[config.mk]
export PLATFORM = sky130hd
export DESIGN_NAME = dsf_cfg_regs
export DESIGN_NICKNAME = d
export VERILOG_FILES = /design/src/hdl/dsf_pkg.sv /design/src/hdl/dsf_freq_calc.sv /design/src/hdl/dsf_cfg_regs.sv
export VERILOG_INCLUDE_DIRS = /design/src /design/src/hdl
export SDC_FILE = /design/constraint.sdc
export NUM_CORES = 2
export LEC_CHECK = 0
export BUFFER_PORTS_ARGS = -buffer_cell sky130_fd_sc_hd__buf_2
export CAP_MARGIN = 0
export CELL_PAD_IN_SITES_DETAIL_PLACEMENT = 1
export CELL_PAD_IN_SITES_GLOBAL_PLACEMENT = 1
export CORE_UTILIZATION = 50
export CTS_CLUSTER_SIZE = 16
export DETAILED_ROUTE_END_ITERATION = 12
export PLACE_DENSITY_LB_ADDON = 0.1
export SYNTH_ARGS = -nofsm -noshare
export SYNTH_HDL_FRONTEND = slang
export SYNTH_SLANG_ARGS = --single-unit
[constraint.sdc]
create_clock -name mclk_i -period 20.8 [get_ports mclk_i]
set_input_delay 4.16 -clock mclk_i [delete_from_list [all_inputs] [get_ports mclk_i]]
set_output_delay 4.16 -clock mclk_i [all_outputs]
set_load 0.005 [all_outputs]
[src/hdl/dsf_consts.svh]
// register offsets, field positions, reset values and timing counts
// assumes byte-wide register access through the serial host port
`ifndef DSF_CONSTS_SVH
`define DSF_CONSTS_SVH

`define DSF_ADDR_W        8
`define DSF_BYTE_W        8
`define DSF_FIELD_W       16
`define DSF_NUM_BYTES     12

`define DSF_OFS_REF3_LIM  8'h4e
`define DSF_OFS_PLL_CFG   8'h4f
`define DSF_OFS_A_BASE    8'h50
`define DSF_OFS_A_MULT    8'h52
`define DSF_OFS_A_RATIO   8'h54
`define DSF_OFS_B_BASE    8'h58
`define DSF_OFS_LAST      8'h59

`define DSF_RST_REF3_LIM  8'h55
`define DSF_RST_PLL_CFG   8'hf2
`define DSF_RST_A_BASE    16'h9c40
`define DSF_RST_A_MULT    16'h0798
`define DSF_RST_A_RATIO   32'h00010001
`define DSF_RST_B_BASE    16'h61a8

`define DSF_PLL_SEL_LSB   0
`define DSF_PLL_SEL_MSB   1
`define DSF_PHASE_EN_LSB  4
`define DSF_PHASE_EN_MSB  7

`define DSF_SCALE_SHIFT   4
`define DSF_PROD_W        52
`define DSF_DIV_STEPS     52

`endif

[src/hdl/dsf_pkg.sv]
// types shared by the configuration bank and its frequency calculator
// assumes dsf_consts.svh is on the include path
`include "dsf_consts.svh"

package dsf_pkg;

  typedef enum logic [1:0]
  {
    DSF_PLL_NONE  = 2'h0,
    DSF_PLL_FIRST = 2'h1,
    DSF_PLL_BOTH  = 2'h2,
    DSF_PLL_RSVD  = 2'h3
  } dsf_pll_sel_t;

  typedef enum logic [2:0]
  {
    DSF_DIV_IDLE = 3'h1,
    DSF_DIV_RUN  = 3'h2,
    DSF_DIV_DONE = 3'h4
  } dsf_div_state_t;

  typedef struct packed
  {
    logic [`DSF_FIELD_W-1:0] base_frequency_value;
    logic [`DSF_FIELD_W-1:0] frequency_multiple_value;
    logic [`DSF_FIELD_W-1:0] fec_numerator;
    logic [`DSF_FIELD_W-1:0] fec_denominator;
  } dsf_synth_cfg_t;

endpackage

[src/hdl/dsf_freq_calc.sv]
// synthesizer frequency calculator: base x multiple x 16 x num / den
// assumes a one-cycle start pulse; one quotient bit per clock
`timescale 1ns/1ps
`include "dsf_consts.svh"

module dsf_freq_calc
#(
  parameter int PROD_W = `DSF_PROD_W
)
(
  input  wire logic                  mclk_i,   // 20 MHz clock
  input  wire logic                  rst_i,    // async reset, high
  input  wire logic                  start_i,  // recompute pulse
  input  wire dsf_pkg::dsf_synth_cfg_t cfg_i,  // synthesizer fields
  output logic [PROD_W-1:0]          freq_o,   // frequency in Hz
  output logic                       valid_o,  // freq_o is current
  output logic                       div_err_o // denominator was zero
);
  import dsf_pkg::*;

  localparam int REM_W = `DSF_FIELD_W + 1;
  localparam int CNT_W = $clog2(`DSF_DIV_STEPS);

  dsf_div_state_t          state;
  logic [PROD_W-1:0]       dividend;
  logic [PROD_W-1:0]       quot;
  logic [REM_W-1:0]        rem;
  logic [`DSF_FIELD_W-1:0] den;
  logic [CNT_W-1:0]        cnt;
  logic [PROD_W-1:0]       next_dividend;
  logic [REM_W-1:0]        next_rem;
  logic [REM_W-1:0]        shifted;
  logic                    next_bit;

  // shift-subtract step, restoring division
  always_comb
  begin
    shifted       = {rem[REM_W-2:0], dividend[PROD_W-1]};
    next_bit      = (shifted >= {1'b0, den});
    next_rem      = next_bit ? shifted - {1'b0, den} : shifted;
    next_dividend = {dividend[PROD_W-2:0], 1'b0};
  end

  always_ff @(posedge mclk_i or posedge rst_i)
  begin
    if (rst_i)
    begin
      state     <= DSF_DIV_IDLE;
      dividend  <= '0;
      quot      <= '0;
      rem       <= '0;
      den       <= '0;
      cnt       <= '0;
      freq_o    <= '0;
      valid_o   <= 1'b0;
      div_err_o <= 1'b0;
    end
    else
    begin
      case (state)
        DSF_DIV_IDLE:
        begin
          if (start_i)
          begin
            // product before the ratio carries the fixed factor 16
            dividend <= PROD_W'((PROD_W'(cfg_i.base_frequency_value)
                        * PROD_W'(cfg_i.frequency_multiple_value)
                        * PROD_W'(cfg_i.fec_numerator)) << `DSF_SCALE_SHIFT);
            den      <= cfg_i.fec_denominator;
            rem      <= '0;
            quot     <= '0;
            cnt      <= CNT_W'(`DSF_DIV_STEPS - 1);
            valid_o  <= 1'b0;
            state    <= DSF_DIV_RUN;
          end
        end
        DSF_DIV_RUN:
        begin
          dividend <= next_dividend;
          rem      <= next_rem;
          quot     <= {quot[PROD_W-2:0], next_bit};
          cnt      <= cnt - 1'b1;
          if (cnt == '0)
          begin
            state <= DSF_DIV_DONE;
          end
        end
        DSF_DIV_DONE:
        begin
          // a zero denominator gives no frequency and flags the error
          freq_o    <= (den == '0) ? '0 : quot;
          div_err_o <= (den == '0);
          valid_o   <= 1'b1;
          state     <= DSF_DIV_IDLE;
        end
        default:
        begin
          state <= DSF_DIV_IDLE;
        end
      endcase
    end
  end

  // helper copy of the full scaled product for checking the quotient
  logic [PROD_W-1:0]       chk_prod;
  logic [`DSF_FIELD_W-1:0] chk_den;
  always_ff @(posedge mclk_i or posedge rst_i)
  begin
    if (rst_i)
    begin
      chk_prod <= '0;
      chk_den  <= '0;
    end
    else if (start_i && state == DSF_DIV_IDLE)
    begin
      chk_prod <= PROD_W'((PROD_W'(cfg_i.base_frequency_value)
                  * PROD_W'(cfg_i.frequency_multiple_value)
                  * PROD_W'(cfg_i.fec_numerator)) << `DSF_SCALE_SHIFT);
      chk_den  <= cfg_i.fec_denominator;
    end
  end

  a_div_latency: assert property (@(posedge mclk_i) disable iff (rst_i)
    (start_i && state == DSF_DIV_IDLE) |=> !valid_o ##53 valid_o)
    else $error("frequency result not ready 54 cycles after start");

  a_quot_exact: assert property (@(posedge mclk_i) disable iff (rst_i)
    ($rose(valid_o) && chk_den != '0) |->
      ((68'(freq_o) * 68'(chk_den) <= 68'(chk_prod)) &&
       (68'(chk_prod) - 68'(freq_o) * 68'(chk_den) < 68'(chk_den))))
    else $error("frequency is not product times num over den");

endmodule

[src/hdl/dsf_cfg_regs.sv]
// pll, phase acquisition and synthesizer frequency configuration bank
// Operation
// - two-bit code selects which digital plls run
// - bits 7:4 enable phase acquisition modules 0-3
// - base frequency field is unsigned hertz
// - frequency is base times multiple times sixteen
// - frequency scaled by numerator over denominator
// assumes byte-wide access from the serial host port, one access per cycle
`timescale 1ns/1ps
`include "dsf_consts.svh"

module dsf_cfg_regs
#(
  parameter int PROD_W = `DSF_PROD_W
)
(
  input  wire logic                    mclk_i,            // 20 MHz clock
  input  wire logic                    rst_i,             // async reset, high
  input  wire logic [`DSF_ADDR_W-1:0]  addr_i,            // register byte address
  input  wire logic                    wr_en_i,           // write strobe
  input  wire logic [`DSF_BYTE_W-1:0]  wdata_i,           // write byte
  input  wire logic                    rd_en_i,           // read strobe
  output logic [`DSF_BYTE_W-1:0]       rdata_o,           // read byte
  output logic                         first_digital_pll_en_o,  // first pll runs
  output logic                         second_digital_pll_en_o, // second pll runs
  output logic [3:0]                   phase_acq_en_o,    // phase modules on
  output dsf_pkg::dsf_synth_cfg_t      synth_a_cfg_o,     // synth a fields
  output logic [`DSF_FIELD_W-1:0]      synth_b_base_hz_o, // synth b base
  output logic [PROD_W-1:0]            synth_a_freq_hz_o, // synth a frequency
  output logic                         synth_a_valid_o,   // frequency current
  output logic                         synth_a_div_err_o  // zero denominator
);
  import dsf_pkg::*;

  localparam int IDX_W = $clog2(`DSF_NUM_BYTES);

  function automatic logic in_map(input logic [`DSF_ADDR_W-1:0] a);
    in_map = (a >= `DSF_OFS_REF3_LIM) && (a <= `DSF_OFS_LAST);
  endfunction

  function automatic logic [IDX_W-1:0] idx_of(input logic [`DSF_ADDR_W-1:0] a);
    logic [`DSF_ADDR_W-1:0] d;
    d      = a - `DSF_OFS_REF3_LIM;
    idx_of = d[IDX_W-1:0];
  endfunction

  // reset byte for each index, most significant byte at the lower address
  function automatic logic [`DSF_BYTE_W-1:0] rst_byte(input int i);
    logic [`DSF_FIELD_W-1:0] a_base;
    logic [`DSF_FIELD_W-1:0] a_mult;
    logic [31:0]             a_ratio;
    logic [`DSF_FIELD_W-1:0] b_base;
    a_base  = `DSF_RST_A_BASE;
    a_mult  = `DSF_RST_A_MULT;
    a_ratio = `DSF_RST_A_RATIO;
    b_base  = `DSF_RST_B_BASE;
    case (i)
      0:       rst_byte = `DSF_RST_REF3_LIM;
      1:       rst_byte = `DSF_RST_PLL_CFG;
      2:       rst_byte = a_base[15:8];
      3:       rst_byte = a_base[7:0];
      4:       rst_byte = a_mult[15:8];
      5:       rst_byte = a_mult[7:0];
      6:       rst_byte = a_ratio[31:24];
      7:       rst_byte = a_ratio[23:16];
      8:       rst_byte = a_ratio[15:8];
      9:       rst_byte = a_ratio[7:0];
      10:      rst_byte = b_base[15:8];
      11:      rst_byte = b_base[7:0];
      default: rst_byte = '0;
    endcase
  endfunction

  localparam logic [IDX_W-1:0] IDX_PLL    = IDX_W'(`DSF_OFS_PLL_CFG - `DSF_OFS_REF3_LIM);
  localparam logic [IDX_W-1:0] IDX_A_FRST = IDX_W'(`DSF_OFS_A_BASE - `DSF_OFS_REF3_LIM);
  localparam logic [IDX_W-1:0] IDX_A_LAST = IDX_W'(`DSF_OFS_B_BASE - `DSF_OFS_REF3_LIM - 1);

  logic [`DSF_BYTE_W-1:0] regs [0:`DSF_NUM_BYTES-1];
  logic                   wr_hit;
  logic                   a_hit;
  logic                   recalc_pend;
  logic                   calc_start;
  logic                   calc_idle;
  logic                   calc_run;
  dsf_pll_sel_t           pll_sel;
  dsf_synth_cfg_t         a_cfg;
  logic [`DSF_FIELD_W-1:0] b_base;

  assign wr_hit = wr_en_i && in_map(addr_i);
  assign a_hit  = wr_hit && (idx_of(addr_i) >= IDX_A_FRST) && (idx_of(addr_i) <= IDX_A_LAST);

  // byte storage; every byte holds what was last written
  genvar g;
  generate
    for (g = 0; g < `DSF_NUM_BYTES; g++)
    begin : g_byte
      // reset value fixed at elaboration so the reset branch loads a constant
      localparam logic [`DSF_BYTE_W-1:0] RST_VAL = rst_byte(g);
      always_ff @(posedge mclk_i or posedge rst_i)
      begin
        if (rst_i)
        begin
          regs[g] <= RST_VAL;
        end
        else if (wr_hit && idx_of(addr_i) == IDX_W'(g))
        begin
          regs[g] <= wdata_i;
        end
      end
    end
  endgenerate

  // field assembly, lower address is the high byte
  always_comb
  begin
    pll_sel                        = dsf_pll_sel_t'(regs[IDX_PLL][`DSF_PLL_SEL_MSB:`DSF_PLL_SEL_LSB]);
    a_cfg.base_frequency_value     = {regs[2], regs[3]};
    a_cfg.frequency_multiple_value = {regs[4], regs[5]};
    a_cfg.fec_numerator            = {regs[6], regs[7]};
    a_cfg.fec_denominator          = {regs[8], regs[9]};
    b_base                         = {regs[10], regs[11]};
  end

  // read port; unmapped addresses read zero
  always_ff @(posedge mclk_i or posedge rst_i)
  begin
    if (rst_i)
    begin
      rdata_o <= '0;
    end
    else if (rd_en_i)
    begin
      rdata_o <= in_map(addr_i) ? regs[idx_of(addr_i)] : '0;
    end
  end

  // pll run enables; the reserved code keeps both stopped
  always_ff @(posedge mclk_i or posedge rst_i)
  begin
    if (rst_i)
    begin
      first_digital_pll_en_o  <= 1'b0;
      second_digital_pll_en_o <= 1'b0;
    end
    else
    begin
      case (pll_sel)
        DSF_PLL_FIRST:
        begin
          first_digital_pll_en_o  <= 1'b1;
          second_digital_pll_en_o <= 1'b0;
        end
        DSF_PLL_BOTH:
        begin
          first_digital_pll_en_o  <= 1'b1;
          second_digital_pll_en_o <= 1'b1;
        end
        default:
        begin
          first_digital_pll_en_o  <= 1'b0;
          second_digital_pll_en_o <= 1'b0;
        end
      endcase
    end
  end

  // phase acquisition power control, one bit per module
  always_ff @(posedge mclk_i or posedge rst_i)
  begin
    if (rst_i)
    begin
      phase_acq_en_o <= '0;
    end
    else
    begin
      phase_acq_en_o <= regs[IDX_PLL][`DSF_PHASE_EN_MSB:`DSF_PHASE_EN_LSB];
    end
  end

  // field outputs for the synthesizers
  always_ff @(posedge mclk_i or posedge rst_i)
  begin
    if (rst_i)
    begin
      synth_a_cfg_o     <= '0;
      synth_b_base_hz_o <= '0;
    end
    else
    begin
      synth_a_cfg_o     <= a_cfg;
      synth_b_base_hz_o <= b_base;
    end
  end

  // recompute after reset and after any synth a write; a write during
  // a running calculation is kept pending, so the set wins over the clear
  assign calc_idle = !calc_start && !calc_run;

  // a calculation runs from its start pulse until its result shows valid
  always_ff @(posedge mclk_i or posedge rst_i)
  begin
    if (rst_i)
    begin
      calc_run <= 1'b0;
    end
    else if (calc_start)
    begin
      calc_run <= 1'b1;
    end
    else if (synth_a_valid_o)
    begin
      calc_run <= 1'b0;
    end
  end

  always_ff @(posedge mclk_i or posedge rst_i)
  begin
    if (rst_i)
    begin
      recalc_pend <= 1'b1;
      calc_start  <= 1'b0;
    end
    else
    begin
      calc_start  <= recalc_pend && calc_idle && !a_hit;
      recalc_pend <= a_hit || (recalc_pend && !(calc_idle && !a_hit));
    end
  end

  dsf_freq_calc
  #(
    .PROD_W (PROD_W)
  )
  u_calc
  (
    .mclk_i    (mclk_i),
    .rst_i     (rst_i),
    .start_i   (calc_start),
    .cfg_i     (a_cfg),
    .freq_o    (synth_a_freq_hz_o),
    .valid_o   (synth_a_valid_o),
    .div_err_o (synth_a_div_err_o)
  );

  a_pll_both: assert property (@(posedge mclk_i) disable iff (rst_i)
    (pll_sel == DSF_PLL_BOTH) |=> (first_digital_pll_en_o && second_digital_pll_en_o))
    else $error("code 10 did not run both plls");

  a_pll_off: assert property (@(posedge mclk_i) disable iff (rst_i)
    (pll_sel == DSF_PLL_NONE || pll_sel == DSF_PLL_RSVD) |=>
      !(first_digital_pll_en_o || second_digital_pll_en_o))
    else $error("plls running with code 00 or 11");

  a_phase_follow: assert property (@(posedge mclk_i) disable iff (rst_i)
    (wr_hit && idx_of(addr_i) == IDX_PLL) |=> ##1 (phase_acq_en_o == $past(wdata_i[7:4], 2)))
    else $error("phase enables differ from bits 7:4");

  a_base_order: assert property (@(posedge mclk_i) disable iff (rst_i)
    (wr_en_i && addr_i == `DSF_OFS_B_BASE) |=> ##1 (synth_b_base_hz_o[15:8] == $past(wdata_i, 2)))
    else $error("base high byte not at lower address");

  a_readback: assert property (@(posedge mclk_i) disable iff (rst_i)
    (wr_hit ##1 (rd_en_i && !wr_en_i && addr_i == $past(addr_i))) |=>
      (rdata_o == $past(wdata_i, 2)))
    else $error("read did not return last written byte");

  a_recalc_once: assert property (@(posedge mclk_i) disable iff (rst_i)
    ((a_hit && calc_idle) ##1 !a_hit) |=> calc_start)
    else $error("synth a write did not restart calculation");

endmodule

==> results_dict.tcl <==
set metrics [dict create \
    grt_start_max_net_pins 168 \
    wl_um 110000 \
    cap_violations 0 \
    synth-seq-cells 388 \
    crit_slowest_cell "dfrtp_1" \
    yosysSeqAreaShare_pct 24.6 \
    numCtsBuffers 43 \
    fmax_mhz 78.4 \
    synthCells 3939 \
    worst_slew_pin_slew_ns 1.11 \
    yosys.cell_types.count 86 \
    io_buffer_count 167 \
    clk_latency_ns 0.58 \
    ant_nets 0 \
    die_area_sq_um 80400 \
    required_ns 21.24 \
    fin_nets 4878 \
    rsz0062_at_grt "no" \
    peakVddDrop_uv 56.0 \
    ioPinCount 168 \
    setup_viol 0 \
    finalCriticalPeriod_ns 12.76 \
    first_pass_iters 5 \
    synth_area_leaders "fa_1 (31%), dfrtp_1 (23%), ha_1 (7.7%), inv_1 (6.6%), nand2_1 (5.3%)" \
    clk_pin_slew_ns 0.06 \
    final.period_utilization_pct 61.3 \
    r2r_slack_ns 8.04 \
    yosysWarnings 0 \
    worstRegToRegCells 41 \
    antenna_found_initial 2 \
    critPathCaptureType "register" \
    hold_violations 0 \
    die_x_um 284 \
    synth_nets 4816 \
    overflow 0 \
    leakage_nw 21.9 \
    htreeDepth 2 \
    syn-cell-area_sq_um 39700 \
    synth_area_per_cell_sq_um 10.1 \
    cts_buffer_depth 3 \
    place_congestion 0.838 \
    cts_root_buffer "clkbuf_16" \
    worstPathArrival_ns 13.20 \
    drv_slew 0 \
    drc 0 \
    async_reset_ff_share_pct 100 \
    crit_fanout 19 \
    ys.flop_type "dfrtp_1" \
    vias_per_cell 5.59 \
    maxSlewHeadroom_pct 26.1 \
    final_util_pct 55.1 \
    dpl.hpwl_um 81000 \
    pre_cts_ws_ns 8.11 \
    hp-start "b_base[12]$_DFFE_PP0P_" \
    holdWs_ns 0.403 \
    postCtsSetupBuffers 0 \
    ctsHoldBuffers 0 \
    grt.total_usage_pct 28.4 \
    drive_above_1_share_pct 12.2 \
    worstReg2RegEnd "u_calc.dividend[51]$_DFFE_PP0P_" \
    path_class "reg2reg" \
    initial_utilization_pct 50.8 \
    vias 28399 \
    wire_per_inst_um 21.6 \
    synth_edf_count 0 \
    grt_pass1_wl_um 181000 \
    cp-start-kind "register" \
    drtIter0Drc 1445 \
    area_delta_synth_final_pct 8.43 \
    die_h_um 284 \
    core_sq_um 78000 \
    grt_pass1_vias 31906 \
    reg2reg_from "a_cfg[56]$_DFFE_PP0P_" \
    fin_ws_ns 8.04 \
    power_density_nw_per_um2 46.1 \
    min_to "synth_b_base_hz_o[12]$_DFF_PP0_" \
    ctsResizeCount 0 \
    status "completed" \
    n_fill_cell 8607 \
    slowest_delay_ns 0.94 \
    synth_top_area_share_pct 30.9 \
    cts_num_sinks 388 \
    crit_top_cell "fa_1" \
    hold_class "reg2reg" \
    yosys.area.top_type "fa_1" \
    hold_depth 0 \
    finClkSkew_ns 0.0301 \
    tns_ns 0 \
    cts_tree "done" \
    rows 102 \
]
==> report_power, final <==
| part | switching (mW) | leakage (nW) | total (mW) | internal [mW] |
|---|---|---|---|---|
| clock | 0.327 | 0.726 | 0.806 | 0.479 |
| sequential | 0.0532 | 5.24 | 0.852 | 0.799 |
| combinational | 0.204 | 15.9 | 0.324 | 0.120 |
==> synth_stat cells, types with 7 or more instances <==
cell type    n
ha_1       244
o21a_1       7
mux2_2      97
nand2_1    558
mux4_2      24
o21bai_1    11
a22o_1     104
nand2b_1    22
and2_1     277
xor2_1      32
dfrtp_1    358
a22oi_1     46
a21oi_1    100
o21ai_1      9
a21o_1      55
nand4_1     20
and3_1      22
o21ai_0    110
buf_2       17
or3_1       10
nor3_1      15
o22ai_1     11
nor2_1      60
clkbuf_1   182
a31oi_1     10
dfstp_2     30
nor2b_1     28
xnor2_1     51
nand3_1     23
inv_1      696
fa_1       613
==> final cells by class <==
type	instances	area, sq um	area share, %
clock inverter	16	240	0.559
sequential	388	9750	22.7
inverter	697	2620	6.10
multi-input combinational	2647	26600	61.8
antenna	4	10.0	0.0233
timing repair buffer	224	1280	2.97
clock buffer	63	1240	2.89
tap	1040	1300	3.03
==> through the flow <==
stage          cells  power (mW)  area (sq um)
2_1_floorplan   3939        1.07         39700
3_3_place_gp    4996        1.18         41500
3_5_place_dp    4996        1.19         41500
4_1_cts         5075        2.00         43000
5_1_grt         5075        2.06         43000
6_report        5079        1.98         43000
==> placed cells by master, fill, tap and decap left out, types with 55 or more instances in the layout <==
| cell | n |
|---|---|
| a21o_1 | 55 |
| a21oi_1 | 100 |
| a22o_1 | 104 |
| and2_1 | 277 |
| buf_2 | 167 |
| buf_4 | 56 |
| dfrtp_1 | 357 |
| fa_1 | 613 |
| ha_1 | 244 |
| inv_1 | 695 |
| mux2_2 | 97 |
| nand2_1 | 558 |
| nor2_1 | 59 |
| o21ai_0 | 109 |
==> cells by family after synthesis <==
family                   count (synthesis)  share of synthesized area, %
AO/OA/AOI/OAI                          519                          9.05
XOR/XNOR                                83                          1.83
adder cells (fa/ha/maj)                857                          38.6
buffers and inverters                  904                          8.66
flip-flops                             388                          24.6
multiplexers                           124                          4.20
AND/OR/NAND/NOR                       1064                          13.0
==> state kept, by name, summed over array words and instances (netlist names), 2 cells and up <==
signal,flops
synth_a_cfg_o,64
u_calc.quot,52
u_calc.rem,16
u_calc.dividend,48
pll_sel,2
u_calc.den,16
a_cfg,64
rdata_o,8
b_base,16
u_calc.cnt,6
synth_b_base_hz_o,16
phase_acq_en_o,4
u_calc.state,3
u_calc.freq_o,52
regs,14
==> worst max-delay path by stage <==
stage	startpoint	to	slack [ns]	cells after the start
2_1_floorplan	rst_i	a_cfg[10]$_DFFE_PP0P_	5.91	1
3_3_place_gp	a_cfg[56]$_DFFE_PP0P_	u_calc.dividend[51]$_DFFE_PP0P_	8.31	41
3_5_place_dp	a_cfg[56]$_DFFE_PP0P_	u_calc.dividend[51]$_DFFE_PP0P_	8.11	41
4_1_cts	a_cfg[56]$_DFFE_PP0P_	u_calc.dividend[51]$_DFFE_PP0P_	8.08	41
5_1_grt	a_cfg[56]$_DFFE_PP0P_	u_calc.dividend[51]$_DFFE_PP0P_	7.49	41
6_report	a_cfg[56]$_DFFE_PP0P_	u_calc.dividend[51]$_DFFE_PP0P_	8.04	41
==> per-layer routing <==
layer | track usage [%] | up-vias | part of all wire (%)
li1 | - | 12501 | -
met1 | 38.1 | 15105 | 43
met5 | 0 | - | 0
met2 | 48.7 | 610 | 50
met4 | 8.74 | 0 | 3.0
met3 | 3.04 | 183 | 3.8
==> worst max-delay path, delay by kind of cell (launching register included) <==
kind / cells / cell delay, ns
AND/OR/NAND/NOR: 6 / 1.41
flip-flops: 1 / 0.94
buffers and inverters: 8 / 0.73
adder cells (fa/ha/maj): 14 / 6.54
AO/OA/AOI/OAI: 11 / 2.01
XOR/XNOR: 2 / 0.96
Note: power is estimated with default switching activity, not from simulation.
